### src/include/lp_pkg.sv
// shared constants and types for the low-power mode controller and its cpu-side port
package lp_pkg;

  // ==========================================================================
  // pins and register index map on the link
  // ==========================================================================
  localparam int          IRQ_LINES     = 16;
  localparam int          PIN_W         = 19;
  localparam int          PIN_NMI       = 16;
  localparam int          PIN_INIT      = 17;
  localparam int          PIN_HWSTBY    = 18;
  localparam int          REG_IDX_W     = 3;
  localparam logic [2:0]  IDX_HW_STANDBY_PIN_CTRL = 3'h0;
  localparam logic [2:0]  IDX_WAKE_SRC  = 3'h1;
  localparam logic [2:0]  IDX_HALT      = 3'h2;
  localparam logic [2:0]  IDX_EXT_HALT  = 3'h3;
  localparam logic [2:0]  IDX_DIVIDER   = 3'h4;

  // ==========================================================================
  // fields and reset values
  // ==========================================================================
  localparam int          HW_STANDBY_PIN_SEL_BIT  = 7;
  localparam int          BUS_KEEP_BIT  = 6;
  localparam int          SETTLE_SEL_LO = 0;
  localparam int          WAKE_EN_BIT   = 0;
  localparam int          HALT_DMA_BIT  = 13;
  localparam int          HALT_DTC_BIT  = 14;
  localparam int          EXT_DMA_BIT   = 0;
  localparam int          BUSY_EXT_DMA  = 0;
  localparam int          BUSY_DMA      = 1;
  localparam int          BUSY_DTC      = 2;
  localparam logic [7:0]  HW_STANDBY_PIN_CTRL_RST = 8'h40;
  localparam logic [15:0] HALT_RST      = 16'h0000;
  localparam logic [7:0]  EXT_HALT_RST  = 8'h00;
  localparam logic [2:0]  DIV_RST       = 3'h0;
  localparam logic [2:0]  DIV_SEL_MAX   = 3'h5;

  // ==========================================================================
  // timing: reset width in divided-clock ticks, settle shift cap, clock rates in MHz
  // ==========================================================================
  localparam logic [15:0] RESET_MIN_TICKS  = 16'h0014;
  localparam logic [3:0]  SETTLE_MAX_SHIFT = 4'ha;
  localparam int          SRC_CLOCK_MHZ    = 32;
  localparam int          MIN_SYS_MHZ      = 8;

  // ==========================================================================
  // cpu-side avalon map (byte addresses)
  // ==========================================================================
  localparam int          AV_ADDR_W     = 6;
  localparam logic [5:0]  AV_IRQ_ENABLE = 6'h14;
  localparam logic [5:0]  AV_SLEEP_CMD  = 6'h18;
  localparam logic [5:0]  AV_STATUS     = 6'h1c;
  localparam logic [5:0]  AV_DEV_LIMIT  = 6'h14;

  typedef enum logic [2:0] {
    ST_RUN,
    ST_SLEEP,
    ST_STANDBY,
    ST_SETTLE,
    ST_INIT,
    ST_HWSTBY
  } lp_mode_e;

endpackage : lp_pkg

### src/include/lp_link_if.sv
// link between the cpu-side port and the low-power mode controller
`timescale 1ns/100ps
interface lp_link_if;
  import lp_pkg::*;

  logic                 sleep_req;       // sleep instruction executed, one cycle
  logic                 reg_wr;          // register write strobe, one cycle
  logic [REG_IDX_W-1:0] reg_addr;        // register index
  logic [15:0]          reg_wdata;       // write data
  logic [15:0]          reg_rdata;       // read data, one cycle after reg_addr
  logic [IRQ_LINES-1:0] irq_enable;      // per-line interrupt enable
  logic                 cpu_int_masked;  // cpu masks all but nmi
  lp_mode_e             mode;            // controller state

  modport dev (
    input  sleep_req, reg_wr, reg_addr, reg_wdata, irq_enable, cpu_int_masked,
    output reg_rdata, mode
  );

  modport cpu (
    output sleep_req, reg_wr, reg_addr, reg_wdata, irq_enable, cpu_int_masked,
    input  reg_rdata, mode
  );

endinterface : lp_link_if

### src/core/lp_device.sv
// low-power mode controller: sleep, software standby, hardware standby and wake sequencing
`timescale 1ns/100ps
module lp_device #(
  parameter logic [15:0] SETTLE_BASE_TICKS = 16'h0020
) (
  input  wire logic                          clock,                 // 250 MHz clock
  input  wire logic                          reset,                 // synchronous, active high
  lp_link_if.dev                             link,                  // cpu-side link
  input  wire logic [lp_pkg::IRQ_LINES-1:0]  external_int_lines_n,  // external interrupt pins, low active
  input  wire logic                          nmi_pin_n,             // non-maskable interrupt pin
  input  wire logic                          external_init_pin_n,   // external init pin, low active
  input  wire logic                          hw_standby_pin_n,      // hardware standby pin, low active
  input  wire logic                          periph_irq,            // enabled on-chip interrupt request
  input  wire logic [2:0]                    module_busy,           // ext dma, dma, transfer unit busy
  output logic                               cpu_halt,              // cpu stopped, registers kept
  output logic                               periph_run,            // on-chip peripherals clocked
  output logic                               phi_tick,              // divided system clock tick
  output logic                               osc_run,               // oscillator enabled
  output logic                               clock_stable,          // clocks supplied device-wide
  output logic                               bus_hiz,               // address and bus control float
  output logic                               bus_hold,              // address and bus control held
  output logic                               serial_adc_init,       // serial unit and converter reset
  output logic [15:0]                        module_halt,           // module stop bits
  output logic [7:0]                         ext_module_halt,       // extended module stop bits
  output logic                               chip_reset,            // device held in reset
  output logic                               reset_exception,       // start reset exception, pulse
  output logic                               int_exception          // start interrupt exception, pulse
);
  import lp_pkg::*;

  // ==========================================================================
  // state
  // ==========================================================================
  typedef struct packed {
    lp_mode_e         st;
    logic [PIN_W-1:0] s1;
    logic [PIN_W-1:0] s2;
    logic [PIN_W-1:0] s3;
    logic [PIN_W-1:0] pins;
    logic             nmi_prev;
    logic [7:0]       ctrl;
    logic             wake_en;
    logic [15:0]      halt;
    logic [7:0]       ext_halt;
    logic [2:0]       div;
    logic [4:0]       div_cnt;
    logic             tick;
    logic [15:0]      cnt;
    logic [15:0]      rdata;
    logic             reset_exc;
    logic             int_exc;
  } dev_s;

  localparam dev_s DEV_RST = '{
    st:        ST_RUN,
    s1:        '1,
    s2:        '1,
    s3:        '1,
    pins:      '1,
    nmi_prev:  1'b1,
    ctrl:      HW_STANDBY_PIN_CTRL_RST,
    wake_en:   1'b0,
    halt:      HALT_RST,
    ext_halt:  EXT_HALT_RST,
    div:       DIV_RST,
    div_cnt:   5'h00,
    tick:      1'b0,
    cnt:       16'h0000,
    rdata:     16'h0000,
    reset_exc: 1'b0,
    int_exc:   1'b0
  };

  dev_s q;
  dev_s d;

  logic                 nmi_edge;
  logic [IRQ_LINES-1:0] irq_act;
  logic                 sleep_wake;
  logic                 hw_standby_pin_wake;
  logic [4:0]           div_limit;
  logic [3:0]           settle_shift;
  logic [15:0]          settle_ticks;
  logic [15:0]          halt_lock;
  logic [7:0]           ext_lock;
  logic                 in_hw_standby_pin;

  // ==========================================================================
  // next state
  // ==========================================================================
  always_comb
  begin
    d = q;

    // pins: a change counts once the second and third stage agree
    d.s1       = {hw_standby_pin_n, external_init_pin_n, nmi_pin_n, external_int_lines_n};
    d.s2       = q.s1;
    d.s3       = q.s2;
    d.pins     = (q.s2 & q.s3) | (q.pins & (q.s2 | q.s3));
    d.nmi_prev = q.pins[PIN_NMI];

    // divided system clock; every wait below counts these ticks
    div_limit = 5'((6'h01 << q.div) - 6'h01);
    d.tick    = 1'b0;
    if (q.div_cnt >= div_limit)
    begin
      d.div_cnt = 5'h00;
      d.tick    = 1'b1;
    end
    else
    begin
      d.div_cnt = q.div_cnt + 5'h01;
    end

    nmi_edge     = q.nmi_prev & ~q.pins[PIN_NMI];
    irq_act      = ~q.pins[IRQ_LINES-1:0] & link.irq_enable;
    sleep_wake   = nmi_edge | (~link.cpu_int_masked & ((|irq_act) | periph_irq));
    hw_standby_pin_wake    = nmi_edge | (q.wake_en & (|irq_act));
    settle_shift = (q.ctrl[SETTLE_SEL_LO +: 4] > SETTLE_MAX_SHIFT) ? SETTLE_MAX_SHIFT
                                                                  : q.ctrl[SETTLE_SEL_LO +: 4];
    settle_ticks = SETTLE_BASE_TICKS << settle_shift;

    d.reset_exc = 1'b0;
    d.int_exc   = 1'b0;

    case (q.st)
      ST_RUN:
      begin
        if (link.sleep_req)
        begin
          d.st = q.ctrl[HW_STANDBY_PIN_SEL_BIT] ? ST_STANDBY : ST_SLEEP;
        end
      end
      ST_SLEEP:
      begin
        if (sleep_wake)
        begin
          d.st      = ST_RUN;
          d.int_exc = 1'b1;
        end
      end
      ST_STANDBY:
      begin
        if (hw_standby_pin_wake)
        begin
          d.st  = ST_SETTLE;
          d.cnt = settle_ticks;
        end
      end
      ST_SETTLE:
      begin
        if (q.tick)
        begin
          if (q.cnt <= 16'h0001)
          begin
            d.st      = ST_RUN;
            d.int_exc = 1'b1;
            d.cnt     = 16'h0000;
          end
          else
          begin
            d.cnt = q.cnt - 16'h0001;
          end
        end
      end
      ST_INIT:
      begin
        // a short pulse is stretched to the least width before the exception
        if (q.tick && q.cnt != 16'h0000)
        begin
          d.cnt = q.cnt - 16'h0001;
        end
        if (q.pins[PIN_INIT] && q.cnt == 16'h0000)
        begin
          d.st        = ST_RUN;
          d.reset_exc = 1'b1;
        end
      end
      ST_HWSTBY:
      begin
        // leaving hardware standby always passes through a full reset
        if (q.pins[PIN_HWSTBY])
        begin
          d.st  = ST_INIT;
          d.cnt = RESET_MIN_TICKS;
        end
      end
      default:
      begin
        d.st = ST_RUN;
      end
    endcase

    if (!q.pins[PIN_INIT] && q.st != ST_INIT && q.st != ST_HWSTBY)
    begin
      d.st      = ST_INIT;
      d.cnt     = RESET_MIN_TICKS;
      d.int_exc = 1'b0;
    end
    if (!q.pins[PIN_HWSTBY])
    begin
      d.st        = ST_HWSTBY;
      d.int_exc   = 1'b0;
      d.reset_exc = 1'b0;
    end

    // register writes; busy transfer units keep their stop bit clear
    halt_lock               = 16'h0000;
    halt_lock[HALT_DMA_BIT] = module_busy[BUSY_DMA] & ~q.halt[HALT_DMA_BIT];
    halt_lock[HALT_DTC_BIT] = module_busy[BUSY_DTC] & ~q.halt[HALT_DTC_BIT];
    ext_lock                = 8'h00;
    ext_lock[EXT_DMA_BIT]   = module_busy[BUSY_EXT_DMA] & ~q.ext_halt[EXT_DMA_BIT];
    if (link.reg_wr && q.st == ST_RUN)
    begin
      case (link.reg_addr)
        IDX_HW_STANDBY_PIN_CTRL: d.ctrl     = link.reg_wdata[7:0];
        IDX_WAKE_SRC:  d.wake_en  = link.reg_wdata[WAKE_EN_BIT];
        IDX_HALT:      d.halt     = (link.reg_wdata & ~halt_lock) | (q.halt & halt_lock);
        IDX_EXT_HALT:  d.ext_halt = (link.reg_wdata[7:0] & ~ext_lock) | (q.ext_halt & ext_lock);
        IDX_DIVIDER:   d.div      = (link.reg_wdata[2:0] > DIV_SEL_MAX) ? DIV_SEL_MAX : link.reg_wdata[2:0];
        default:       d.div      = q.div;
      endcase
    end

    // reset and hardware standby lose all settings
    if (d.st == ST_INIT || d.st == ST_HWSTBY)
    begin
      d.ctrl     = HW_STANDBY_PIN_CTRL_RST;
      d.wake_en  = 1'b0;
      d.halt     = HALT_RST;
      d.ext_halt = EXT_HALT_RST;
      d.div      = DIV_RST;
    end

    case (link.reg_addr)
      IDX_HW_STANDBY_PIN_CTRL: d.rdata = {8'h00, q.ctrl};
      IDX_WAKE_SRC:  d.rdata = {15'h0000, q.wake_en};
      IDX_HALT:      d.rdata = q.halt;
      IDX_EXT_HALT:  d.rdata = {8'h00, q.ext_halt};
      IDX_DIVIDER:   d.rdata = {13'h0000, q.div};
      default:       d.rdata = 16'h0000;
    endcase
  end

  always_ff @(posedge clock)
  begin
    if (reset)
    begin
      q <= DEV_RST;
    end
    else
    begin
      q <= d;
    end
  end

  // ==========================================================================
  // outputs
  // ==========================================================================
  // settings, memory and cpu registers are simply not touched in software standby
  assign in_hw_standby_pin         = (q.st == ST_STANDBY) || (q.st == ST_SETTLE);
  assign cpu_halt        = (q.st != ST_RUN);
  assign periph_run      = (q.st == ST_RUN) || (q.st == ST_SLEEP);
  assign osc_run         = (q.st != ST_STANDBY) && (q.st != ST_HWSTBY);
  assign clock_stable    = !in_hw_standby_pin && (q.st != ST_HWSTBY);
  assign phi_tick        = q.tick & clock_stable;
  assign bus_hiz         = (in_hw_standby_pin && !q.ctrl[BUS_KEEP_BIT]) || (q.st == ST_HWSTBY);
  assign bus_hold        = in_hw_standby_pin && q.ctrl[BUS_KEEP_BIT];
  assign serial_adc_init = in_hw_standby_pin || (q.st == ST_HWSTBY) || (q.st == ST_INIT);
  assign module_halt     = q.halt;
  assign ext_module_halt = q.ext_halt;
  assign chip_reset      = (q.st == ST_INIT) || (q.st == ST_HWSTBY);
  assign reset_exception = q.reset_exc;
  assign int_exception   = q.int_exc;
  assign link.reg_rdata  = q.rdata;
  assign link.mode       = q.st;

endmodule : lp_device

### src/flat_wrapper.sv
// flat-port wrapper written by rule: the top's interface ports become plain ports
module lp_device_flat import lp_pkg::*;
#(
  parameter logic [15:0] SETTLE_BASE_TICKS = 16'h0020
)
  (clock, reset, external_int_lines_n, nmi_pin_n, external_init_pin_n, hw_standby_pin_n, periph_irq, module_busy, cpu_halt, periph_run, phi_tick, osc_run, clock_stable, bus_hiz, bus_hold, serial_adc_init, module_halt, ext_module_halt, chip_reset, reset_exception, int_exception, link_sleep_req, link_reg_wr, link_reg_addr, link_reg_wdata, link_irq_enable, link_cpu_int_masked, link_reg_rdata, link_mode);
  lp_link_if link_i ();
  input  wire logic clock;
  input  wire logic reset;
  input  wire logic [lp_pkg::IRQ_LINES-1:0] external_int_lines_n;
  input  wire logic nmi_pin_n;
  input  wire logic external_init_pin_n;
  input  wire logic hw_standby_pin_n;
  input  wire logic periph_irq;
  input  wire logic [2:0] module_busy;
  output logic cpu_halt;
  output logic periph_run;
  output logic phi_tick;
  output logic osc_run;
  output logic clock_stable;
  output logic bus_hiz;
  output logic bus_hold;
  output logic serial_adc_init;
  output logic [15:0] module_halt;
  output logic [7:0] ext_module_halt;
  output logic chip_reset;
  output logic reset_exception;
  output logic int_exception;
  input wire logic [$bits(link_i.sleep_req)-1:0] link_sleep_req;
  input wire logic [$bits(link_i.reg_wr)-1:0] link_reg_wr;
  input wire logic [$bits(link_i.reg_addr)-1:0] link_reg_addr;
  input wire logic [$bits(link_i.reg_wdata)-1:0] link_reg_wdata;
  input wire logic [$bits(link_i.irq_enable)-1:0] link_irq_enable;
  input wire logic [$bits(link_i.cpu_int_masked)-1:0] link_cpu_int_masked;
  output wire logic [$bits(link_i.reg_rdata)-1:0] link_reg_rdata;
  output wire logic [$bits(link_i.mode)-1:0] link_mode;
  assign link_i.sleep_req = link_sleep_req;
  assign link_i.reg_wr = link_reg_wr;
  assign link_i.reg_addr = link_reg_addr;
  assign link_i.reg_wdata = link_reg_wdata;
  assign link_i.irq_enable = link_irq_enable;
  assign link_i.cpu_int_masked = link_cpu_int_masked;
  assign link_reg_rdata = link_i.reg_rdata;
  assign link_mode = link_i.mode;
  lp_device #(.SETTLE_BASE_TICKS(SETTLE_BASE_TICKS)) u_core (.clock(clock), .reset(reset), .link(link_i), .external_int_lines_n(external_int_lines_n), .nmi_pin_n(nmi_pin_n), .external_init_pin_n(external_init_pin_n), .hw_standby_pin_n(hw_standby_pin_n), .periph_irq(periph_irq), .module_busy(module_busy), .cpu_halt(cpu_halt), .periph_run(periph_run), .phi_tick(phi_tick), .osc_run(osc_run), .clock_stable(clock_stable), .bus_hiz(bus_hiz), .bus_hold(bus_hold), .serial_adc_init(serial_adc_init), .module_halt(module_halt), .ext_module_halt(ext_module_halt), .chip_reset(chip_reset), .reset_exception(reset_exception), .int_exception(int_exception));
endmodule
### config.mk
export PLATFORM = sky130hd
export DESIGN_NAME = lp_device_flat
export DESIGN_NICKNAME = d
export VERILOG_FILES = /design/src/include/lp_pkg.sv /design/src/include/lp_link_if.sv /design/src/core/lp_device.sv /design/src/flat_wrapper.sv
export SDC_FILE = /design/constraint.sdc
export NUM_CORES = 1
export LEC_CHECK = 0
export ABC_CLOCK_PERIOD_IN_PS = 3500
export BUFFER_PORTS_ARGS = -buffer_cell sky130_fd_sc_hd__buf_4
export CORE_ASPECT_RATIO = 1.2
export CORE_MARGIN = 8
export CORE_UTILIZATION = 50
export DETAILED_ROUTE_END_ITERATION = 7
export PLACE_DENSITY = 0.73
export REMOVE_ABC_BUFFERS = 1
export SYNTH_ARGS = -nofsm -noshare
export SYNTH_HDL_FRONTEND = slang
export SYNTH_SLANG_ARGS = --single-unit
### constraint.sdc
create_clock -name clock -period 3.5 [get_ports clock]
set_clock_uncertainty 0.2 [all_clocks]
set_input_delay 0.525 -clock clock [delete_from_list [all_inputs] [get_ports clock]]
set_output_delay 0.525 -clock clock [all_outputs]
set_load 0.03 [all_outputs]
# After elaboration in Yosys (flattened, before gate mapping)
# Cells that the tools add are included.
[totals]
mem_bits_rw = 0
word_cells = 145
latchBits = 0
mem_bits_ro = 0
reg_bits = 156
inputBits = 63
output_inout_bits = 54
memories = 0
[op_classes]
mux = 26
multipliers = 0
n_reduce_logical = 39
magnitude_cmp = 4
div_mod_pow = 0
n_bitwise = 31
n_shift = 2
add_sub_neg = 3
n_eq_ne = 22
[ops]
columns = ["cell", "count"]
rows = [
  ["16-bit two-way mux", 5],
  ["16-bit case mux with 5 select lines", 1],
  ["16-bit case mux with 4 select lines", 1],
  ["19-bit bitwise AND", 2],
  ["19-bit OR", 2],
  ["16-bit bitwise AND", 2],
  ["3-bit two-way mux", 9],
  ["3-bit case mux with 6 select lines", 1],
  ["16-bit by 15-bit bitwise AND with 16-bit output", 1],
  ["16-bit by 1-bit <= comparator with 1-bit output, second input constant", 1],
  ["16-bit logical NOT", 1],
  ["15-bit NOT with 16-bit output", 1],
  ["16-bit NOT", 1],
  ["16-bit OR", 1],
  ["16-bit nonzero test", 1],
  ["16-bit OR reduction", 1],
  ["6-bit by 4-bit left shift with 16-bit output, first input constant", 1],
  ["16-bit by 1-bit subtractor with 16-bit output, second input constant", 1],
  ["3-bit == test, second input constant", 5],
  ["3-bit by 2-bit == test with 1-bit output, second input constant", 4],
  ["3-bit by 1-bit inequality test with 1-bit output, second input constant", 4],
  ["2-bit AND reduction", 5],
  ["5-bit AND reduction", 2],
  ["1-bit logical AND", 9],
  ["other kinds (30)", 65],
]

# Logic depth before layout (Yosys ltp)
[logic_depth]
word_depth = 13
mapped_depth = 9
ltp_nobuf = 9

# Worst setup path after synthesis
# No wires, ideal clock.
[synth_path]
kind = "register to output"
startpoint = "register u_core.q (netlist bit u_core.link.mode[1])"
endpoint = "output port phi_tick"
path_slack_ns = 1.048
path_stages_with_launch = 6
n_path_buf = 1
t_arrival_ns = 1.727
required_time_ns = 2.775
cell_sequence = "dfxtp_1 > buf_2 > nand2b_1 > inv_2 > a21oi_1 > and2_1"
[synth_between]
elab_chain_cells = 5
elab_cells_between_ends = 7
cone_classes = "eq/ne (3); bitwise (1); reduce/logical (3)"
[synth_rtl]
columns = ["element", "line_no", "rtl"]
rows = [
  ["start, declared", "lp_device.sv:74", "dev_s q;"],
  ["start signal, assigned", "lp_device.sv:249", "q <= DEV_RST;"],
  ["start signal, assigned", "lp_device.sv:253", "q <= d;"],
  ["3-bit by 2-bit == test with 1-bit output", "lp_device.sv:261", "assign in_hw_standby_pin = (q.st == ST_STANDBY) || (q.st == ST_SETTLE);"],
  ["1-bit logical OR", "lp_device.sv:261", ""],
  ["1-bit logical NOT", "lp_device.sv:265", "assign clock_stable = !in_hw_standby_pin && (q.st != ST_HWSTBY);"],
  ["1-bit logical AND (*)", "lp_device.sv:265", ""],
  ["net clock_stable", "flat_wrapper.sv:20", "output logic clock_stable;"],
  ["1-bit bitwise AND (*)", "lp_device.sv:266", "assign phi_tick = q.tick & clock_stable;"],
  ["end, declared", "flat_wrapper.sv:18", "output logic phi_tick;"],
]
# Mark *: on every way through the listed nets, which the timed path passes. The rest lies on a longest branch.

# Final worst setup path
[layout_path]
startpoint = "register u_core.q[19] (netlist name)"
endpoint = "register u_core.q (netlist bit u_core.module_halt[6])"
[layout_between]
elab_chain_cells = 9
elab_cells_between_ends = 13
cone_classes = "order compare (1); eq/ne (2); mux (6); reduce/logical (4)"
[layout_rtl]
columns = ["element", "line_no", "rtl"]
rows = [
  ["16-bit by 1-bit <= comparator with 1-bit output or 16-bit logical NOT (tied branches)", "lp_device.sv:154, lp_device.sv:173", ""],
  ["3-bit two-way mux or 1-bit logical AND (tied branches)", "lp_device.sv:154, lp_device.sv:173", ""],
  ["3-bit two-way mux, on equally long branches", "lp_device.sv:152, lp_device.sv:173", ""],
  ["3-bit case mux with 6 select lines (*)", "lp_device.sv:126", "case (q.st)"],
  ["3-bit two-way mux (*)", "lp_device.sv:194", "if (!q.pins[PIN_INIT] && q.st != ST_INIT && q.st != ST_HWSTBY)"],
  ["3-bit two-way mux (*)", "lp_device.sv:200", "if (!q.pins[PIN_HWSTBY])"],
  ["3-bit == test", "lp_device.sv:226", "if (d.st == ST_INIT || d.st == ST_HWSTBY)"],
  ["1-bit logical OR (*)", "lp_device.sv:226", ""],
  ["2-bit OR reduction (no source line) (*)", "-", ""],
]
# Mark *: on every way between the ends. The rest lies on a longest branch, timed or not.
# A chain may end at the register's enable or synchronous reset.

==> metrics.yaml <==
status: "finished, final reports clean"
tightest_slew_ps: 934
fin_nets: 858
place_area_um2: 7290
numClockSinks: 156
die_h_um: 142
finalSetupViolations: 0
syn_to_final_growth_pct: 18.9
grt_pass1_wl_um: 24200
slew_headroom_pct: 37.2
r2r-end: "u_core.module_halt[6]"
seq_area_frac_synth_pct: 47.0
drt-initial-drc-count: 364
fp-row-count: 46
vias_per_cell: 5.26
ys_ff_latch: 156
maxCapViolCount: 0
p_per_area_nw_per_um2: 507
peakVddDrop_v: 0.000371
insertion_delay_ps: 420
portBuffers: 116
cp_slowest_cell: "nor3b_4"
ys_warn_count: 0
grt.overflow.total: 0
route.met2.wl_um: 7060
synth_ff_type: "dfxtp_1"
worst_slack_ps: 710
ff2ff_setup_slack_ps: 710
dieArea_um2: 17300
path_cells: "inv_1 > ha_1 > nor3b_4 > nand3_4 > o31ai_2 > nand4b_4 > buf_4 > a21oi_1"
whs_path_depth: 2
fp.dieW_um: 121
synth_cells: 719
cts_hold_buf: 0
globalplace.congestion: 0.834
wire_per_inst_um: 15.2
async_flop_share_pct: 0
n_fill_cell: 1137
setup_tns_ps: 0
critPathCaptureType: "register"
antenna_found_initial: 0
post-route-period-util_pct: 79.7
rsz0062_at_grt: "false"
arrival_ps: 2940
crit_type: "register to register"
cts_tree: "done"
yosysUniqueCellTypes: 67
avgSynthCellArea_um2: 9.25
first_global_vias: 5057
cp.required_ps: 3650
syn-cell-area_um2: 6650
drive_gt1_share_pct: 30.1
r2r_cells: 8
synth_edf_count: 0
cts_root_buf: "clkbuf_16"
synth_area_leaders: "dfxtp_1 47%, or2_2 5.6%, buf_4 5.0%"
grt_use_total_pct: 17.6
finish.instance_area_um2: 7910
cpPeakStageDelay_ps: 460
whs_ps: 83.7
dp_hpwl_um: 10700
min_period_ps: 2790
route.detailed.drc: 0
post_cts_resized: 0
met1Wirelength_um: 6200
hp-class: "input pin to register"
clk_pin_slew_ps: 60
num_antenna_cells: 0
fmax_mhz: 358
yosysTopAreaCellShare_pct: 47.0
hold_start: "external_int_lines_n[14]"
reg2reg_from: "u_core.q[19]"
clockBufferDepth: 2
most-common-layout-cells: "156 x dfxtp_1, 124 x buf_4, 85 x nor2_1"
dr_wl_met3_um: 1120
worstHoldEndpoint: "u_core.d[129]"
io_pins: 117
drt_pass1_iterations: 4
drtAntennaViolNets: 0
core_um2: 13100
postRouteWirelength_um: 14700
cts_buffers: 17
crit_path_max_fanout: 21
finalMaxSlewViolations: 0
hold_violations: 0
num_vias: 5085
yosysTopAreaCell: "dfxtp_1"
maxUsedRoutingLayer: "met4"
htreeDepth: 4
leakage_uw: 0.00340
start_kind: "register"
post_cts_buffers: 0
start_util_pct: 50.7
layout_commonest_cell: "dfxtp_1"
dpl_worst_slack_ps: 597
grt_max_degree: 68
==> logic make-up after synthesis <==
logic type | after synthesis | synth area share [%]
compound gates | 150 | 15.7
mux | 29 | 4.52
buf+inv | 94 | 8.60
flops | 156 | 47.0
xor+xnor | 7 | 0.922
fa+ha+maj | 9 | 1.69
simple gates | 274 | 21.6
==> area by class of cell <==
type | count | area, µm² | area share [%]
clock inverter | 10 | 138 | 1.74
inverter | 18 | 67.6 | 0.855
tap | 168 | 210 | 2.66
clock buffer | 21 | 480 | 6.08
sequential | 156 | 3120 | 39.5
timing repair buffer | 124 | 931 | 11.8
multi-input combinational | 469 | 2960 | 37.4
==> flip-flops by register name, summed over array words and instances, names as in the netlist, named ones only <==
signal,cells
u_core.ext_module_halt,7
u_core.module_halt,14
u_core.q,72
u_core.link.mode,3
u_core.d,39
u_core.link.reg_rdata,16
u_core.int_exception,1
u_core.reset_exception,1
==> layer usage <==
layer,vias up,track usage (%)
li1,2550,-
met4,0,9.30
met3,25,6.19
met2,151,28.3
met5,-,0
met1,2359,20.0
==> synthesized netlist by cell type, drive strengths merged (9+ instances only) <==
master	n
dfxtp	156
nor2	85
or2	60
buf	55
a21oi	52
nand2	44
o21bai	22
clkbuf	21
mux2i	21
inv	18
nor2b	18
nand3	16
nor3	12
and2	11
o21ai	11
ha	9
==> per-stage QoR <==
step,util (%),total power [µW],cells
finish,60.2,4010,966
global route,60.2,4150,966
CTS,60.2,4050,966
detailed placement,55.5,2150,935
global placement,55.5,2140,935
floorplan,-,2010,643
==> worst max-delay path by stage <==
stage | from | end | slack, ps | cells after the start
global route | u_core.q[18] | u_core.module_halt[15] | 540 | 8
detailed placement | link_irq_enable[2] | u_core.q[33] | 600 | 8
CTS | u_core.q[19] | u_core.module_halt[6] | 710 | 8
finish | u_core.q[19] | u_core.module_halt[6] | 710 | 8
global placement | link_irq_enable[2] | u_core.q[29] | 720 | 8
floorplan | u_core.link.mode[1] | phi_tick | 850 | 4
==> worst max-delay path: cells and delay by family (launching register included) <==
kind	cells	cell delay [ps]
AO/OA/AOI/OAI	2	500
flip-flops	1	340
AND/OR/NAND/NOR	3	1010
buffers and inverters	2	440
adder cells (fa/ha/maj)	1	230
==> where the power goes <==
part           switching [µW]  leakage, µW  internal (µW)
Combinational             133      0.00183            127
Clock                     706     0.000301           1190
Sequential               30.6      0.00127           1820
Power figures use the tool's default switching activity.
